## src/design/ptu_pkg.sv

```systemverilog
// constants and types shared by the pulse timer unit channel
// =============================================================
// Functional notes
// - flag clears on write 0 after read 1
// - match clear gives period of N+1 clocks
// - clear during write state two wins
// - counter write beats simultaneous increment
// - compare register write suppresses match
// - buffered match transfers the pre-write buffer value
// - capture in state one is read back
// - capture beats compare register write
// - capture transfer beats buffer write
// - clear with wrap sets no wrap flag
// - counter write with wrap sets no wrap flag
// - unit stopped until module stop cancelled
// - flag and enable both high request interrupt
// - one match per counter input clock
package ptu_pkg;
  localparam int unsigned CNT_W = 16;
  localparam int unsigned EVT_W = 3;
  localparam int unsigned ADDR_W = 3;
  // register selects on the access port
  localparam logic [ADDR_W-1:0] SEL_COUNTER = 3'h0;
  localparam logic [ADDR_W-1:0] SEL_CAPCMP = 3'h1;
  localparam logic [ADDR_W-1:0] SEL_BUFFER = 3'h2;
  localparam logic [ADDR_W-1:0] SEL_FLAGS = 3'h3;
  localparam logic [ADDR_W-1:0] SEL_ENABLE = 3'h4;
  // event flag / enable bit positions
  localparam int unsigned EVT_MATCH = 0;
  localparam int unsigned EVT_OVF = 1;
  localparam int unsigned EVT_UDF = 2;
  // reset values
  localparam logic [CNT_W-1:0] CNT_RESET = 16'h0000;
  localparam logic [CNT_W-1:0] CAPCMP_RESET = 16'hffff;
  localparam logic [CNT_W-1:0] CNT_MAX = 16'hffff;
  localparam logic [EVT_W-1:0] EVT_RESET = 3'h0;
  // internal prescaler divide-by codes 1,4,16,64 as counter masks
  localparam logic [5:0] PRE_MASK_1 = 6'h00;
  localparam logic [5:0] PRE_MASK_4 = 6'h03;
  localparam logic [5:0] PRE_MASK_16 = 6'h0f;
  localparam logic [5:0] PRE_MASK_64 = 6'h3f;
  // external edge select
  localparam logic [1:0] EDGE_RISE = 2'h0;
  localparam logic [1:0] EDGE_FALL = 2'h1;
  localparam logic [1:0] EDGE_BOTH = 2'h2;

  typedef enum logic [2:0] {
    BUS_IDLE = 3'b001,
    BUS_T1 = 3'b010,
    BUS_T2 = 3'b100
  } ptu_bus_t;
endpackage : ptu_pkg

```

## src/design/ptu_count_src.sv

```systemverilog
// count-clock source: internal prescaler, external edges, phase counting
`timescale 1ns/10ps
module ptu_count_src
  import ptu_pkg::*;
(
  // clock and reset
  input wire logic clk_sys_in,
  input wire logic rst_in,
  // control
  input wire logic run_in,
  input wire logic ext_sel_in,
  input wire logic phase_mode_in,
  input wire logic [1:0] pre_sel_in,
  input wire logic [1:0] edge_sel_in,
  // external clocks
  input wire logic ext_clock_a_in,
  input wire logic ext_clock_b_in,
  // count strobe
  output logic tick_out,
  output logic up_out
);
  logic [5:0] pre_reg, pre_next;
  logic a_reg, a_next, b_reg, b_next;
  logic [5:0] mask;

  always_comb begin
    case (pre_sel_in)
      2'h0: mask = PRE_MASK_1;
      2'h1: mask = PRE_MASK_4;
      2'h2: mask = PRE_MASK_16;
      default: mask = PRE_MASK_64;
    endcase
    pre_next = run_in ? pre_reg + 6'h01 : pre_reg;
    a_next = ext_clock_a_in;
    b_next = ext_clock_b_in;
    tick_out = 1'b0;
    up_out = 1'b1;
    if (!run_in) begin
      tick_out = 1'b0;
    end else if (phase_mode_in) begin
      // quadrature: exactly one input moved; direction from the other input
      tick_out = (a_reg ^ ext_clock_a_in) ^ (b_reg ^ ext_clock_b_in);
      up_out = ext_clock_a_in ^ b_reg;
    end else if (ext_sel_in) begin
      case (edge_sel_in)
        EDGE_RISE: tick_out = ext_clock_a_in & ~a_reg;
        EDGE_FALL: tick_out = ~ext_clock_a_in & a_reg;
        default: tick_out = ext_clock_a_in ^ a_reg;
      endcase
    end else begin
      tick_out = (pre_reg & mask) == mask;
    end
  end

  always_ff @(posedge clk_sys_in or posedge rst_in) begin
    if (rst_in) begin
      pre_reg <= 6'h00;
      a_reg <= 1'b0;
      b_reg <= 1'b0;
    end else begin
      pre_reg <= pre_next;
      a_reg <= a_next;
      b_reg <= b_next;
    end
  end
endmodule : ptu_count_src

```

## src/design/ptu_flags.sv

```systemverilog
// sticky event flags with read-one-then-write-zero clearing
`timescale 1ns/10ps
module ptu_flags
  import ptu_pkg::*;
(
  // clock and reset
  input wire logic clk_sys_in,
  input wire logic rst_in,
  // hardware events and software access
  input wire logic [EVT_W-1:0] set_in,
  input wire logic rd_in,
  input wire logic wr_in,
  input wire logic [EVT_W-1:0] wdata_in,
  // flag state
  output logic [EVT_W-1:0] flag_out
);
  logic [EVT_W-1:0] flag_reg, flag_next;
  logic [EVT_W-1:0] armed_reg, armed_next;

  for (genvar i = 0; i < EVT_W; i++) begin : g_flag
    always_comb begin
      flag_next[i] = flag_reg[i];
      armed_next[i] = armed_reg[i];
      if (rd_in && flag_reg[i]) begin
        armed_next[i] = 1'b1;
      end
      if (wr_in && !wdata_in[i] && armed_reg[i]) begin
        flag_next[i] = 1'b0;
        armed_next[i] = 1'b0;
      end
      // a set in the clearing cycle must not be lost
      if (set_in[i]) begin
        flag_next[i] = 1'b1;
      end
    end
  end

  always_ff @(posedge clk_sys_in or posedge rst_in) begin
    if (rst_in) begin
      flag_reg <= EVT_RESET;
      armed_reg <= EVT_RESET;
    end else begin
      flag_reg <= flag_next;
      armed_reg <= armed_next;
    end
  end

  assign flag_out = flag_reg;
endmodule : ptu_flags

```

## src/design/ptu_core.sv

```systemverilog
// one timer channel: counter, compare/capture, buffer, flags, cpu access
`timescale 1ns/10ps
module ptu_core
  import ptu_pkg::*;
(
  // clock and reset
  input wire logic clk_sys_in,
  input wire logic rst_in,
  // module stop and mode control
  input wire logic run_in,
  input wire logic ext_sel_in,
  input wire logic phase_mode_in,
  input wire logic [1:0] pre_sel_in,
  input wire logic [1:0] edge_sel_in,
  input wire logic capture_mode_in,
  input wire logic buffered_in,
  input wire logic clr_on_match_in,
  input wire logic clr_on_capture_in,
  input wire logic cmp_out_en_in,
  // external clocks and capture strobe
  input wire logic ext_clock_a_in,
  input wire logic ext_clock_b_in,
  input wire logic capture_in,
  // cpu access port
  input wire logic cpu_req_in,
  input wire logic cpu_wr_in,
  input wire logic [ADDR_W-1:0] cpu_addr_in,
  input wire logic [CNT_W-1:0] cpu_wdata_in,
  output logic cpu_ack_out,
  output logic [CNT_W-1:0] cpu_rdata_out,
  // status and pins
  output logic [CNT_W-1:0] count_out,
  output logic [EVT_W-1:0] flags_out,
  output logic irq_out,
  output logic cmp_pin_out,
  output logic cmp_pin_oe_out
);
  // =============================================================
  // access sequencer
  ptu_bus_t bus_reg, bus_next;
  logic wr_reg, wr_next;
  logic [ADDR_W-1:0] addr_reg, addr_next;
  logic [CNT_W-1:0] wdata_reg, wdata_next;
  logic [CNT_W-1:0] rdata_reg, rdata_next;
  logic in_t1, in_t2;

  assign in_t1 = bus_reg == BUS_T1;
  assign in_t2 = bus_reg == BUS_T2;

  always_comb begin
    bus_next = bus_reg;
    wr_next = wr_reg;
    addr_next = addr_reg;
    wdata_next = wdata_reg;
    case (bus_reg)
      BUS_IDLE: begin
        // requests while stopped are ignored
        if (cpu_req_in && run_in) begin
          bus_next = BUS_T1;
          wr_next = cpu_wr_in;
          addr_next = cpu_addr_in;
          wdata_next = cpu_wdata_in;
        end
      end
      BUS_T1: bus_next = BUS_T2;
      BUS_T2: bus_next = BUS_IDLE;
      default: bus_next = BUS_IDLE;
    endcase
  end

  always_ff @(posedge clk_sys_in or posedge rst_in) begin
    if (rst_in) begin
      bus_reg <= BUS_IDLE;
      wr_reg <= 1'b0;
      addr_reg <= SEL_COUNTER;
      wdata_reg <= CNT_RESET;
    end else begin
      bus_reg <= bus_next;
      wr_reg <= wr_next;
      addr_reg <= addr_next;
      wdata_reg <= wdata_next;
    end
  end

  // write strobes act only at the end of the second state
  logic cnt_wr, cc_wr, buf_wr, flag_wr, en_wr, flag_rd;
  assign cnt_wr = in_t2 && wr_reg && addr_reg == SEL_COUNTER;
  assign cc_wr = in_t2 && wr_reg && addr_reg == SEL_CAPCMP;
  assign buf_wr = in_t2 && wr_reg && addr_reg == SEL_BUFFER;
  assign flag_wr = in_t2 && wr_reg && addr_reg == SEL_FLAGS;
  assign en_wr = in_t2 && wr_reg && addr_reg == SEL_ENABLE;
  assign flag_rd = in_t1 && !wr_reg && addr_reg == SEL_FLAGS;

  // =============================================================
  // count source
  logic tick, up;

  ptu_count_src u_src (
    .clk_sys_in(clk_sys_in),
    .rst_in(rst_in),
    .run_in(run_in),
    .ext_sel_in(ext_sel_in),
    .phase_mode_in(phase_mode_in),
    .pre_sel_in(pre_sel_in),
    .edge_sel_in(edge_sel_in),
    .ext_clock_a_in(ext_clock_a_in),
    .ext_clock_b_in(ext_clock_b_in),
    .tick_out(tick),
    .up_out(up)
  );

  // =============================================================
  // counter, compare/capture and buffer
  logic [CNT_W-1:0] cycle_counter_reg, cycle_counter_next;
  logic [CNT_W-1:0] capture_compare_reg, capture_compare_next;
  logic [CNT_W-1:0] buffer_reg, buffer_next;
  logic [EVT_W-1:0] event_enable_reg, event_enable_next;
  logic cmp_pin_reg, cmp_pin_next;
  logic cap_evt, cmp_match, clr, ovf, udf;
  logic [EVT_W-1:0] evt_set;

  assign cap_evt = run_in && capture_mode_in && capture_in;
  // match only on an input clock, so at most one per count; write in second state masks it
  assign cmp_match = tick && !capture_mode_in && !cc_wr
    && cycle_counter_reg == capture_compare_reg;
  assign clr = (clr_on_match_in && cmp_match) || (clr_on_capture_in && cap_evt);
  assign ovf = tick && up && cycle_counter_reg == CNT_MAX;
  assign udf = tick && !up && cycle_counter_reg == CNT_RESET;

  always_comb begin
    evt_set = EVT_RESET;
    evt_set[EVT_MATCH] = cmp_match || cap_evt;
    evt_set[EVT_OVF] = ovf && !clr && !cnt_wr;
    evt_set[EVT_UDF] = udf && !clr && !cnt_wr;
  end

  always_comb begin
    cycle_counter_next = cycle_counter_reg;
    if (clr) begin
      // clearing in the last matching state gives a period of set value plus one
      cycle_counter_next = CNT_RESET;
    end else if (cnt_wr) begin
      cycle_counter_next = wdata_reg;
    end else if (tick) begin
      cycle_counter_next = up ? cycle_counter_reg + 16'h0001 : cycle_counter_reg - 16'h0001;
    end
  end

  always_comb begin
    capture_compare_next = capture_compare_reg;
    buffer_next = buffer_reg;
    if (cap_evt) begin
      capture_compare_next = cycle_counter_reg;
      if (buffered_in) begin
        buffer_next = capture_compare_reg;
      end else if (buf_wr) begin
        buffer_next = wdata_reg;
      end
    end else begin
      if (cc_wr) begin
        capture_compare_next = wdata_reg;
      end else if (buffered_in && cmp_match) begin
        capture_compare_next = buffer_reg;
      end
      if (buf_wr) begin
        buffer_next = wdata_reg;
      end
    end
  end

  always_comb begin
    event_enable_next = en_wr ? wdata_reg[EVT_W-1:0] : event_enable_reg;
    cmp_pin_next = cmp_match ? ~cmp_pin_reg : cmp_pin_reg;
    rdata_next = rdata_reg;
    if (in_t1 && !wr_reg) begin
      if (addr_reg == SEL_COUNTER) begin
        rdata_next = cycle_counter_reg;
      end else if (addr_reg == SEL_CAPCMP) begin
        // a capture in the first state is forwarded to the reader
        rdata_next = cap_evt ? cycle_counter_reg : capture_compare_reg;
      end else if (addr_reg == SEL_BUFFER) begin
        rdata_next = buffer_reg;
      end else if (addr_reg == SEL_FLAGS) begin
        rdata_next = {13'h0000, flags_out};
      end else if (addr_reg == SEL_ENABLE) begin
        rdata_next = {13'h0000, event_enable_reg};
      end else begin
        rdata_next = CNT_RESET;
      end
    end
  end

  always_ff @(posedge clk_sys_in or posedge rst_in) begin
    if (rst_in) begin
      cycle_counter_reg <= CNT_RESET;
      capture_compare_reg <= CAPCMP_RESET;
      buffer_reg <= CAPCMP_RESET;
      event_enable_reg <= EVT_RESET;
      cmp_pin_reg <= 1'b0;
      rdata_reg <= CNT_RESET;
    end else begin
      cycle_counter_reg <= cycle_counter_next;
      capture_compare_reg <= capture_compare_next;
      buffer_reg <= buffer_next;
      event_enable_reg <= event_enable_next;
      cmp_pin_reg <= cmp_pin_next;
      rdata_reg <= rdata_next;
    end
  end

  ptu_flags u_flags (
    .clk_sys_in(clk_sys_in),
    .rst_in(rst_in),
    .set_in(evt_set),
    .rd_in(flag_rd),
    .wr_in(flag_wr),
    .wdata_in(wdata_reg[EVT_W-1:0]),
    .flag_out(flags_out)
  );

  // =============================================================
  // outputs
  assign cpu_ack_out = in_t2;
  assign cpu_rdata_out = rdata_reg;
  assign count_out = cycle_counter_reg;
  assign irq_out = |(flags_out & event_enable_reg);
  assign cmp_pin_out = cmp_pin_reg;
  // software must keep this off while the shared pin carries an external clock
  assign cmp_pin_oe_out = cmp_out_en_in;
endmodule : ptu_core

```

## config.mk

```make
export PLATFORM = sky130hd
export DESIGN_NAME = ptu_core
export DESIGN_NICKNAME = d
export VERILOG_FILES = /design/src/design/ptu_pkg.sv /design/src/design/ptu_count_src.sv /design/src/design/ptu_flags.sv /design/src/design/ptu_core.sv
export SDC_FILE = /design/constraint.sdc
export NUM_CORES = 1
export LEC_CHECK = 0
export ABC_AREA = 1
export BUFFER_PORTS_ARGS = -buffer_cell sky130_fd_sc_hd__buf_2
export CAP_MARGIN = 20
export CORE_ASPECT_RATIO = 2
export CORE_MARGIN = 2
export CORE_UTILIZATION = 54
export CTS_CLUSTER_DIAMETER = 200
export DETAILED_ROUTE_END_ITERATION = 10
export PLACE_DENSITY = 0.75
export SETUP_SLACK_MARGIN = 0.5
export SKIP_CTS_REPAIR_TIMING = 1
export SLEW_MARGIN = 20
export SYNTH_ARGS = -nofsm -noshare
export SYNTH_HDL_FRONTEND = slang
export SYNTH_SLANG_ARGS = --single-unit
export TNS_END_PERCENT = 30
```

## constraint.sdc

```tcl
create_clock -name clk_sys_in -period 3.3 [get_ports clk_sys_in]
set_input_delay 0.33 -clock clk_sys_in [delete_from_list [all_inputs] [get_ports clk_sys_in]]
set_output_delay 0.33 -clock clk_sys_in [all_outputs]
set_load 0.01 [all_outputs]
```

==> Word level (Yosys, flattened, before mapping) <==
Cells that the tools add are included.
{ "word_totals": {"word_cells": 143, "reg_bits": 105, "in_bits": 38} }
{ "classes": {"addsub": 3, "n_reduce_logical": 59, "bitwise": 11, "n_eq_ne": 14, "muxes": 37} }
{ "op_table": {"columns": ["operator", "n"], "rows": [
  ["$mux 16", 14],
  ["$logic_and 1x1->1", 34],
  ["$pmux 6 s3", 1],
  ["$mux 1", 17],
  ["$add 16x1->16 const B", 1],
  ["$eq 16x16->1", 1],
  ["$eq 16x16->1 const B", 1],
  ["$logic_not 16->1", 1],
  ["$sub 16x1->16 const B", 1],
  ["$reduce_bool 2->1", 6],
  ["$eq 3x2->1 const B", 3],
  ["$logic_not 1->1", 9],
  ["$mux 3", 3],
  ["$add 6x1->6 const B", 1],
  ["$and 6x6->6", 1],
  ["$eq 3x1->1 const B", 2],
  ["$eq 3x3->1 const B", 2],
  ["$eq 6x6->1", 1],
  ["$pmux 3 s2", 1],
  ["$reduce_bool 3->1", 2],
  ["$eq 2x1->1 const B", 2],
  ["$logic_not 2->1", 2],
  ["$xor 1x1->1", 4],
  ["$and 3x3->3", 1],
  ["other kinds (9)", 13]
]} }

==> Longest topological paths before layout <==
Gate-level depths: netlist of the first run.
{ "logic_depth": {"depth_word": 16, "depth_mapped": 18} }

==> Cells and area by module <==
From an unflattened synthesis of the first run, not the netlist that was laid out.
{ "unflattened": {"cells_unflattened": 954, "hier_area_um2": 6802.8} }
{ "by_module_without_submodules": {"columns": ["mod", "area_each_um2", "instances", "cells_per_inst"], "rows": [
  ["ptu_core", 6057.1, 1, 860],
  ["ptu_count_src", 475.5, 1, 57],
  ["ptu_flags", 270.3, 1, 37]
]} }

==> Worst setup path after synthesis of the first run <==
No wires, ideal clock.
{ "synth_path": {"kind": "input port to flip-flop", "from": "in run_in", "to": "reg cycle_counter_reg[11], in the netlist count_out[11]", "setup_ps": 118, "path_slack_ps": 967, "path_stages": 17, "arrival_ps": 2215, "path_buffers": 1, "path_cell_list": "buf_2 > nand2_1 > inv_1 > nand3_1 > inv_1 > ha_1 > nand2_1 > inv_1 > a21oi_1 > nand2_1 > nand2_1 > nand2_1 > xor2_1 > nand2_1 > nand2_1 > nand2_1 > nand2_1"} }
{ "synth_via": {"elab_chain_cells": 7, "word_cells_on_any_way": 15, "cone_classes": "6 x mux; 9 x reduce/logical"} }
{ "synth_rtl": {"columns": ["item", "line", "rtl"], "rows": [
  ["from (decl)", "ptu_core.sv:10", "input wire logic run_in,"],
  ["$mux 1", "ptu_count_src.sv:38", "if (!run_in) begin"],
  ["$logic_and 1x1->1 (2 in series)", "ptu_core.sv:124", "assign cmp_match = tick && !capture_mode_in && !cc_wr"],
  ["$logic_and 1x1->1", "ptu_core.sv:125", "&& cycle_counter_reg == capture_compare_reg;"],
  ["$logic_and 1x1->1", "ptu_core.sv:126", "assign clr = (clr_on_match_in && cmp_match) || (clr_on_capture_in && cap_evt);"],
  ["$logic_or 1x1->1", "ptu_core.sv:126", null],
  ["$reduce_bool 3->1 (no line) or $mux 16 (tied branches)", null, null],
  ["to (signal assigned)", "ptu_core.sv:202", "cycle_counter_reg <= cycle_counter_next;"],
  ["to (decl)", "ptu_core.sv:114", "logic [CNT_W-1:0] cycle_counter_reg, cycle_counter_next;"]
]} }
Parallel ways exist; a longest one is shown, timed or not. The select of a mux whose other input is x is not followed.
A chain may end at the register's enable or synchronous reset.

==> Worst setup path in the final report of the first run <==
{ "layout_path": {"from": "reg u_src.b_reg", "to": "reg cycle_counter_reg[10], in the netlist count_out[10]"} }
{ "layout_via": {"elab_chain_cells": 10, "word_cells_on_any_way": 17, "cone_classes": "8 x mux; 3 x bitwise; 6 x reduce/logical"} }
{ "layout_rtl": {"columns": ["item", "line", "rtl"], "rows": [
  ["from (decl)", "ptu_count_src.sv:23", "logic a_reg, a_next, b_reg, b_next;"],
  ["from (signal assigned)", "ptu_count_src.sv:63", "b_reg <= b_next;"],
  ["$xor 1x1->1 (2 in series)", "ptu_count_src.sv:42", "tick_out = (a_reg ^ ext_clock_a_in) ^ (b_reg ^ ext_clock_b_in);"],
  ["$mux 1", "ptu_count_src.sv:40", "end else if (phase_mode_in) begin"],
  ["$mux 1", "ptu_count_src.sv:38", null],
  ["$logic_and 1x1->1 (2 in series)", "ptu_core.sv:124", null],
  ["$logic_and 1x1->1", "ptu_core.sv:125", null],
  ["$logic_and 1x1->1", "ptu_core.sv:126", null],
  ["$logic_or 1x1->1", "ptu_core.sv:126", null],
  ["$reduce_bool 3->1 (no line) or $mux 16 (tied branches)", null, null]
]} }
Parallel ways exist; a longest one is shown, timed or not. The select of a mux whose other input is x is not followed.

==> impl_metrics.json, run 1 <==
{
  "path_class": "flip-flop to flip-flop",
  "floorplan.die_area_um2": 13300,
  "grt-ovfl-total": 0,
  "finalSetupViolCount": 0,
  "final_util_pct": 62.0,
  "dp_slack_ns": 0.420,
  "synthTopCellsByArea": "dfrtp_1, nand2_1, dfstp_2",
  "finalCriticalPeriod_ns": 2.63,
  "hp-class": "input pin to asynchronous set/reset pin",
  "fp.dieW_um": 82.7,
  "crit_arrival_ns": 2.88,
  "ys.flop_type": "dfrtp_1",
  "post-dp-hpwl_um": 14600,
  "initial_core_util_pct": 55.1,
  "synthCells": 930,
  "first_pass_iters": 5,
  "antenna_cells": 0,
  "finalHoldViolations": 0,
  "synthesis.area_um2": 6690,
  "finClkSkew_ns": 0.0137,
  "dr_wl_met3_um": 1010,
  "grt_max_degree": 39,
  "synth_top_area_cell": "dfrtp_1",
  "top_layer": "met4",
  "portBuffers": 74,
  "core-area_um2": 12100,
  "critPathCaptureType": "flip-flop",
  "switching_share_pct": 41.0,
  "vias": 6638,
  "fin_setup_tns_ns": 0,
  "wl_per_cell_um": 17.2,
  "peakVddDrop_mv": 0.410,
  "io-pin-count": 77,
  "fmax_mhz": 380,
  "clock_latency_ns": 0.35,
  "clockBufferDepth": 2,
  "ctsHtreeMaxLevel": 3,
  "p_sw_mw": 2.23,
  "fin_ws_ns": 0.668,
  "totalWireLength_um": 19800,
  "synth_edf_count": 0,
  "cp.required_ns": 3.55,
  "yosys-top-cells-count": "nand2_1, inv_1, o21ai_0",
  "start_kind": "flip-flop",
  "nFillCells": 1173,
  "gp_congestion": 0.932,
  "status": "finished clean",
  "cts_made_buffers": 9,
  "cts-root-buf": "clkbuf_16",
  "die_y_um": 161,
  "final-seq-area_um2": 2670,
  "drive_gt1_share_pct": 16.6,
  "yosysTopAreaCellShare_pct": 26.9,
  "drt_iter0_markers": 634,
  "pwr-share-seq_pct": 42.5,
  "ys_types": 39,
  "synth-seq-area-share_pct": 39.9,
  "cts_tree": "done",
  "relSlewSlack_pct": 45.9,
  "vias_per_cell": 5.78,
  "synth-seq-cells": 105,
  "power.leakage_nw": 3.74,
  "maxCapViolCount": 0,
  "worst-path-max-fanout": 15,
  "path_clk_slew_ns": 0.07,
  "drv_slew": 0,
  "syn_area_per_cell_um2": 7.19,
  "multiInputGateArea_um2": 3360,
  "area_growth_pct": 12.4,
  "p_comb_share_pct": 37.8,
  "drc": 0,
  "cts_num_sinks": 105,
  "rsz0062_at_grt": "false",
  "wl_met1_um": 7410,
  "pwr-share-clk_pct": 19.8,
  "post-synth-top-count-cell": "nand2_1",
  "period_share_pct": 79.8,
  "grt_pass1_wl_um": 32000,
  "synthArstFlopShare_pct": 100,
  "p_per_area_nw_per_um2": 725,
  "dr_wl_met2_um": 10300,
  "cell_internal_pwr_mw": 3.21,
  "synthesis.nets": 986,
  "yosys_warnings": 0,
  "max_slew.worst_pin.slew_ns": 0.803,
  "nets": 1052,
  "reg2reg_depth": 13,
  "antenna_found_initial": 0,
  "grt.total_usage_pct": 31.2,
  "rows": 57,
  "grt_pass1_vias": 6636,
  "ant_nets": 0
}
[metal layers]
layer / GRT usage [%] / vias to the layer above
li1: - / 3174
met3: 3.69 / 69
met4: 17.0 / 0
met5: 0 / -
met2: 54.1 / 277
met1: 36.1 / 3118
[power by group through the flow]
| stage | registers, mW | clock network, mW | logic, mW |
|---|---|---|---|
| global placement | 2.30 | 0 | 2.00 |
| global route | 2.37 | 1.14 | 2.32 |
| detailed placement | 2.31 | 0 | 2.03 |
| finish | 2.31 | 1.08 | 2.06 |
| floorplan | 2.24 | 0 | 1.39 |
| CTS | 2.30 | 1.08 | 2.05 |
[kinds of logic after synthesis]
kind of cell	after synthesis	synth area share [%]
buffers and inverters	167	9.86
AND/OR/NAND/NOR	438	29.3
AO/OA/AOI/OAI	186	15.2
XOR/XNOR	14	1.83
adder cells (fa/ha/maj)	18	3.48
flip-flops	105	39.9
multiplexers	2	0.337
[final timing paths]
check,startpoint,endpoint,slack (ns)
setup / recovery,u_src.b_reg,count_out[10],0.67
hold / removal,rst_in,cpu_rdata_out[10],0.07
setup reg to reg,u_src.b_reg,count_out[10],0.67
hold reg to reg,u_src.pre_reg[5],u_src.pre_reg[5],0.48
max in group asynchronous,rst_in,capture_compare_reg[7],2.46
min in group clk_sys_in,ext_clock_b_in,u_src.b_reg,0.11
[cells in the final DEF, fill, tap and decap left out, types with 5 or more instances in the layout]
master,Yosys,final
dfstp_2,33,33
nor3_1,13,13
nand2_1,260,260
xor2_1,10,10
nor2_1,50,50
inv_2,5,5
nand3b_1,16,16
o21ai_0,84,84
nand4_1,25,25
inv_1,125,123
ha_1,17,17
a21oi_1,59,59
clkbuf_16,0,9
buf_4,3,16
o22ai_1,16,16
o211ai_1,14,14
dfrtp_1,72,72
buf_2,11,74
nand3_1,48,48
[area by class of cell]
class	count	area share, %
clock buffer	11	3.10
clock inverter	5	0.749
inverter	131	6.64
multi-input combinational	658	44.8
sequential	105	35.5
tap	147	2.45
timing repair buffer	91	6.79
[critical path, stage by stage, from the launching register on]
cell and delay, ns:
dfrtp_1 0.41, inv_1 0.06, nand2_1 0.04, nand3_1 0.24, clkinvlp_4 0.12, buf_4 0.21
ha_1 0.40, nand2_1 0.10, nor2_1 0.27, nand3_1 0.23, nand4_1 0.20, a31oi_1 0.10
nand2_1 0.08, nand2_1 0.04
[per-stage QoR]
stage          power (mW)  instance area, um^2  hold WS [ns]  std cells
2_1_floorplan        3.63                 6690         0.361        930
3_3_place_gp         4.30                 7220         0.456       1131
3_5_place_dp         4.35                 7220         0.464       1131
4_1_cts              5.42                 7500        0.0971       1147
5_1_grt              5.83                 7520         0.107       1148
6_report             5.45                 7520        0.0705       1148
Power figures use the tool's default switching activity.
==> inputs of run 2 (changes only) <==
ABC_AREA = 0   (was 1)
clock period = 2.6 ns   (was 3.3 ns; I/O delays follow)
==> run 2 against run 1 <==
Net effect: the flow now finishes with violations (setup timing); sequential power up 24%; wire length down 1.5%; count of clock-buffer cells in the layout down 1; worst setup slack worse by 0.80 ns; non-clock buffer count up 53; critical endpoint is now count_out[15]; largest power group is now combinational cells.
==> impl_metrics.json, run 2 <==
{
  "hp-class": "input pin to asynchronous set/reset pin",
  "yosys-top-cells-count": "nand2_1, a21oi_1, dfrtp_1",
  "synthTopCellsByArea": "dfrtp_1, dfstp_2, nand2_1",
  "cts-root-buf": "clkbuf_16",
  "portBuffers": 74,
  "drive_gt1_share_pct": 29.8,
  "floorplan.die_area_um2": 12200,
  "vias_per_cell": 6.20,
  "die_y_um": 154,
  "gp_congestion": 0.987,
  "final-seq-area_um2": 2670,
  "fp.dieW_um": 79.2,
  "critPathCaptureType": "flip-flop",
  "post-synth-top-count-cell": "nand2_1",
  "post-dp-hpwl_um": 14100,
  "p_per_area_nw_per_um2": 976,
  "final_util_pct": 69.2,
  "clock_latency_ns": 0.35,
  "initial_core_util_pct": 55.7,
  "grt_max_degree": 43,
  "yosysTopAreaCellShare_pct": 29.5,
  "path_cells": "xnor2_1 > nand3_1 > inv_2 > buf_6 > ha_1 > nor2_1 > o21ai_2 > a2111oi_2 > buf_4 > nor3_2 > nor4_2 > nor4b_2 > a221o_1",
  "ys_types": 58,
  "synth_edf_count": 0,
  "r2r-end": "count_out[15]",
  "ys.flop_type": "dfrtp_1",
  "max_slew.worst_pin.slew_ns": 0.787,
  "ff2ff_setup_slack_ns": -0.13,
  "multiInputGateArea_um2": 3450,
  "totalWireLength_um": 19500,
  "crit_path_start": "u_src.b_reg",
  "ant_nets": 0,
  "final_common_cell": "nand2_1",
  "period_share_pct": 105,
  "cts_made_buffers": 9,
  "path_class": "flip-flop to flip-flop",
  "slowest_delay_ns": 0.40,
  "fmax_mhz": 367,
  "finalSetupViolCount": 5,
  "fin_ws_ns": -0.128,
  "clockBufferDepth": 2,
  "core-area_um2": 10900,
  "layout_common_cells": "nand2_1, a21oi_1, buf_2",
  "peakVddDrop_mv": 0.724,
  "status": "complete, but fails checks",
  "wl_per_cell_um": 20.2,
  "synthesis.nets": 754,
  "finClkSkew_ns": 0.0102,
  "grt.total_usage_pct": 32.0,
  "rsz0062_at_grt": "true",
  "cts_tree": "done",
  "power.leakage_nw": 3.77,
  "yosys_warnings": 0,
  "synthesis.area_um2": 6100,
  "antenna_cells": 0,
  "syn_area_per_cell_um2": 8.74,
  "antenna_found_initial": 0,
  "drv_slew": 0,
  "nets": 872,
  "cts_num_sinks": 105,
  "worst-path-max-fanout": 5,
  "rows": 54,
  "start_kind": "flip-flop",
  "endpoint": "count_out[15]",
  "area_growth_pct": 24.1,
  "relSlewSlack_pct": 47.4,
  "drt_iter0_markers": 485,
  "violations": "setup timing",
  "ctsHtreeMaxLevel": 3,
  "crit_arrival_ns": 2.96,
  "r2r_start": "u_src.b_reg",
  "grt-ovfl-total": 0,
  "nFillCells": 875,
  "synth_top_area_cell": "dfrtp_1",
  "finalCriticalPeriod_ns": 2.73,
  "synthArstFlopShare_pct": 100,
  "path_clk_slew_ns": 0.07,
  "synth-seq-area-share_pct": 43.8,
  "slowest_stage": "dfrtp_1",
  "maxCapViolCount": 0,
  "final_cell_area_um2": 7570,
  "io-pin-count": 77,
  "placed_cell_area_um2": 6980,
  "grt_pass1_wl_um": 30100,
  "synth-seq-cells": 105,
  "grt_pass1_vias": 6067,
  "drc": 0,
  "synthCells": 698,
  "finalHoldViolations": 0,
  "vias": 5958,
  "first_pass_iters": 6,
  "reg2reg_depth": 13,
  "cp.required_ns": 2.83
}
## run 2: cell types whose count changed after synthesis, moves of 13 or more
cell and change:
mux2i_1 +36, nand4_1 -17, a21oi_1 +26, nand2_1 -113
inv_1 -115, nand3_1 -42, xnor2_1 +13, nand3b_1 -14
and3_1 +20, o21ai_0 -24
## run 2: critical path, delay by kind of cell, from the launching register on
kind / cells / cell delay (ns)
AO/OA/AOI/OAI: 3 / 0.81
AND/OR/NAND/NOR: 5 / 0.65
buffers and inverters: 3 / 0.42
flip-flops: 1 / 0.40
adder cells (fa/ha/maj): 1 / 0.22
XOR/XNOR: 1 / 0.13
## run 2: through the flow
| step | hold slack [ns] | cells | power (mW) | TNS, ns | worst slack (ns) |
|---|---|---|---|---|---|
| floorplan | 0.291 | 698 | 4.44 | -0.987 | -0.356 |
| global placement | 0.392 | 937 | 5.58 | -1.26 | -0.282 |
| detailed placement | 0.402 | 937 | 5.70 | -1.55 | -0.341 |
| CTS | 0.0410 | 953 | 7.06 | -1.95 | -0.427 |
| global route | 0.0606 | 961 | 7.82 | -1.75 | -0.292 |
| finish | 0.0464 | 961 | 7.39 | -0.369 | -0.128 |
## run 2: area by class of cell
type / instances / area share, %
clock inverter: 6 / 0.859
sequential: 105 / 35.3
tap: 140 / 2.31
inverter: 10 / 0.545
multi-input combinational: 546 / 45.6
timing repair buffer: 144 / 12.4
clock buffer: 10 / 3.02
## run 2: worst min path at each step
stage / slack [ns] / start / end
final: 0.05 / rst_in / cpu_rdata_out[0]
after floorplan: 0.29 / ext_clock_a_in / u_src.a_reg
after global placement: 0.39 / ext_clock_b_in / u_src.b_reg
after CTS: 0.04 / ext_clock_b_in / u_src.b_reg
after detailed placement: 0.40 / ext_clock_b_in / u_src.b_reg
after global routing: 0.06 / ext_clock_b_in / u_src.b_reg
## run 2: routing by layer
metal	wire length [um]	share of wire (%)	GRT usage, %	up-vias
li1	-	-	-	2672
met3	1420	7.3	5.60	107
met1	6640	34	34.5	2819
met4	1270	6.5	20.7	0
met5	0	0	0	-
met2	10100	52	56.1	360
## run 2: cell families after synthesis
group           synth area share (%)
fa+ha+maj                       3.82
buf+inv                         3.28
mux                             6.83
flops                           43.8
simple gates                    20.0
compound gates                  17.3
xor+xnor                        5.03
## run 2: where the power goes
| part | switching, mW | internal, mW | leakage, nW |
|---|---|---|---|
| combinational | 1.78 | 1.39 | 2.38 |
| sequential | 0.567 | 2.30 | 1.24 |
| clock | 0.604 | 0.751 | 0.143 |
==> inputs of run 3 (changes only) <==
ABC_AREA = 1   (was 0)
SYNTH_HIERARCHICAL = 1   (was not set)
==> run 3 against run 2 <==
Net effect: the flow now finishes without violations; die area increased by 11%; final cell count increased by 24%; non-clock buffer count decreased by 39; clock power about the same; highest routed layer unchanged; worst hold slack got worse by 0.0098 ns; first-iteration DRC count increased by 28%; largest cell class unchanged; largest power group unchanged; sequential power about the same; combinational power decreased by 9.1%; area after synthesis increased by 12%; fmax increased by 14%; utilization decreased by 4.2 points; flip-flop and latch count unchanged.
==> impl_metrics.json, run 3 <==
{
  "nets": 1096,
  "crit_arrival_ns": 2.63,
  "portBuffers": 74,
  "rows": 58,
  "critPathCaptureType": "flip-flop",
  "initial_core_util_pct": 54.8,
  "r2r-end": "count_out[5]",
  "ant_nets": 0,
  "cts_num_sinks": 105,
  "power.leakage_nw": 4.04,
  "slowest_stage": "dfrtp_1",
  "cts_made_buffers": 9,
  "reg2reg_depth": 18,
  "vias": 6898,
  "peakVddDrop_mv": 0.582,
  "clock_latency_ns": 0.36,
  "grt.total_usage_pct": 29.9,
  "period_share_pct": 91.9,
  "cp_common_cell": "nand2_1",
  "vias_per_cell": 5.77,
  "drv_slew": 0,
  "yosys-top-cells-count": "nand2_1, inv_1, o21ai_0",
  "drc": 0,
  "drive_gt1_share_pct": 24.3,
  "ys.flop_type": "dfrtp_1",
  "placed_cell_area_um2": 7390,
  "final_cell_area_um2": 8070,
  "path_class": "flip-flop to flip-flop",
  "nFillCells": 1107,
  "p_comb_share_pct": 40.7,
  "io-pin-count": 77,
  "max_slew.worst_pin.slew_ns": 0.724,
  "synthCells": 954,
  "synth_edf_count": 0,
  "final_util_pct": 65.0,
  "drt_iter0_markers": 623,
  "pwr-share-seq_pct": 40.3,
  "finalSetupViolCount": 0,
  "cell_internal_pwr_mw": 4.01,
  "cts_tree": "done",
  "area_growth_pct": 18.6,
  "synthArstFlopShare_pct": 100,
  "ctsHtreeMaxLevel": 3,
  "layout_common_cells": "nand2_1, inv_1, o21ai_0",
  "endpoint": "count_out[5]",
  "ff2ff_setup_slack_ns": 0.21,
  "grt_max_degree": 92,
  "final-seq-area_um2": 2670,
  "clockBufferDepth": 2,
  "multiInputGateArea_um2": 3690,
  "gp_congestion": 0.912,
  "crit_path_start": "u_src/a_reg",
  "first_pass_iters": 5,
  "post-dp-hpwl_um": 14300,
  "finalCriticalPeriod_ns": 2.39,
  "total_power_mw": 7.08,
  "worst-path-max-fanout": 8,
  "core-area_um2": 12400,
  "switching_share_pct": 43.4,
  "maxCapViolCount": 0,
  "floorplan.die_area_um2": 13600,
  "fmax_mhz": 418,
  "fp.dieW_um": 83.4,
  "yosysTopAreaCellShare_pct": 26.5,
  "r2r_start": "u_src/a_reg",
  "antenna_cells": 0,
  "path_clk_slew_ns": 0.07,
  "yosys_warnings": 6,
  "antenna_found_initial": 0,
  "cts-root-buf": "clkbuf_16",
  "synth-seq-cells": 105,
  "synth_top_area_cell": "dfrtp_1",
  "start_kind": "flip-flop",
  "pwr-share-clk_pct": 19.0,
  "synthTopCellsByArea": "dfrtp_1, nand2_1, dfstp_2",
  "totalWireLength_um": 21000,
  "p_sw_mw": 3.07,
  "dp_slack_ns": 0.159,
  "synth-seq-area-share_pct": 39.2,
  "rsz0062_at_grt": "true",
  "finalHoldViolations": 0,
  "fin_ws_ns": 0.210,
  "grt_pass1_vias": 6285,
  "status": "finished clean",
  "post-synth-top-count-cell": "nand2_1",
  "path_cells": "inv_1 > ha_1 > inv_1 > nand2_1 > nand3_2 > a21oi_2 > nand2_1 > nand2_2 > nand2_2 > nor2_1 > nand2_1 > nor2_4 > nand3_4 > nor2_4 > buf_6 > nor2_4 > nand3_2 > nand2_1",
  "relSlewSlack_pct": 51.7,
  "finClkSkew_ns": 0.0102,
  "synthesis.area_um2": 6800,
  "grt-ovfl-total": 0,
  "final_common_cell": "nand2_1",
  "cp.required_ns": 2.84,
  "synthesis.nets": 1010,
  "hp-class": "input pin to flip-flop",
  "slowest_delay_ns": 0.42,
  "wl_per_cell_um": 17.6,
  "fin_setup_tns_ns": 0,
  "die_y_um": 163,
  "syn_area_per_cell_um2": 7.13,
  "p_per_area_nw_per_um2": 877,
  "ys_types": 38,
  "grt_pass1_wl_um": 31800
}
run 3: changes by cell type in the layout (fill, tap and decap cells not counted), sizes merged, moves of 10 or more:
cell and delta:
a21oi -55, a22oi +10, and3 -20, buf -41, inv +139, mux2i -36
nand2 +133, nand3 +52, nor2 +35, o21ai +60, o22ai +19, xor2 -11
run 3: worst min-delay path by stage:
stage	from	end	slack (ns)	cells after the start
final	ext_clock_a_in	u_src/a_reg	0.04	1
after global routing	ext_clock_a_in	u_src/a_reg	0.05	1
after detailed placement	rst_in	u_flags/armed_reg[2]	0.30	2
after floorplan	rst_in	u_flags/armed_reg[0]	0.05	1
after global placement	rst_in	u_flags/armed_reg[2]	0.29	2
after CTS	rst_in	u_flags/flag_out[0]	-0.08	2
run 3: final cells by class:
class,count,share of cell area (%)
multi-input cells,670,45.7
flip-flops and latches,105,33.1
repair buffers,105,8.27
inverters,149,6.98
clock buffers,9,2.79
well taps,150,2.33
clock inverters,7,0.822
run 3: critical path, delay by kind of cell (launching register included):
kind,cells,cell delay [ns]
buf+inv,3,0.27
fa+ha+maj,1,0.13
compound gates,1,0.13
flops,1,0.42
simple gates,13,1.33
run 3: cell families after synthesis:
family / Yosys count / synth area share, %
AO/OA/AOI/OAI: 194 / 16.1
AND/OR/NAND/NOR: 437 / 28.1
buffers and inverters: 183 / 10.8
XOR/XNOR: 15 / 1.93
flip-flops: 105 / 39.2
adder cells (fa/ha/maj): 18 / 3.42
multiplexers: 2 / 0.331
run 3: power groups by stage:
stage	Sequential (mW)	Clock, mW	Combinational, mW
2_1_floorplan	2.75	0	1.72
3_3_place_gp	2.83	0	2.58
3_5_place_dp	2.85	0	2.66
4_1_cts	2.82	1.35	2.68
5_1_grt	2.90	1.41	3.23
6_report	2.86	1.34	2.88
run 3: per-layer routing:
| layer | GRT usage, % | wire, um | up-vias | share of wire, % |
|---|---|---|---|---|
| met2 | 52.9 | 10700 | 345 | 51 |
| met4 | 16.1 | 1360 | 0 | 6.4 |
| met1 | 35.3 | 7690 | 3212 | 37 |
| met3 | 3.14 | 1340 | 84 | 6.4 |
| li1 | - | - | 3257 | - |
| met5 | 0 | 0 | - | 0 |
run 3: per-stage QoR:
step           hold WS [ns]  instances
2_1_floorplan        0.0510        954
3_3_place_gp          0.295       1167
3_5_place_dp          0.299       1167
4_1_cts             -0.0815       1183
5_1_grt              0.0500       1195
6_report             0.0366       1195
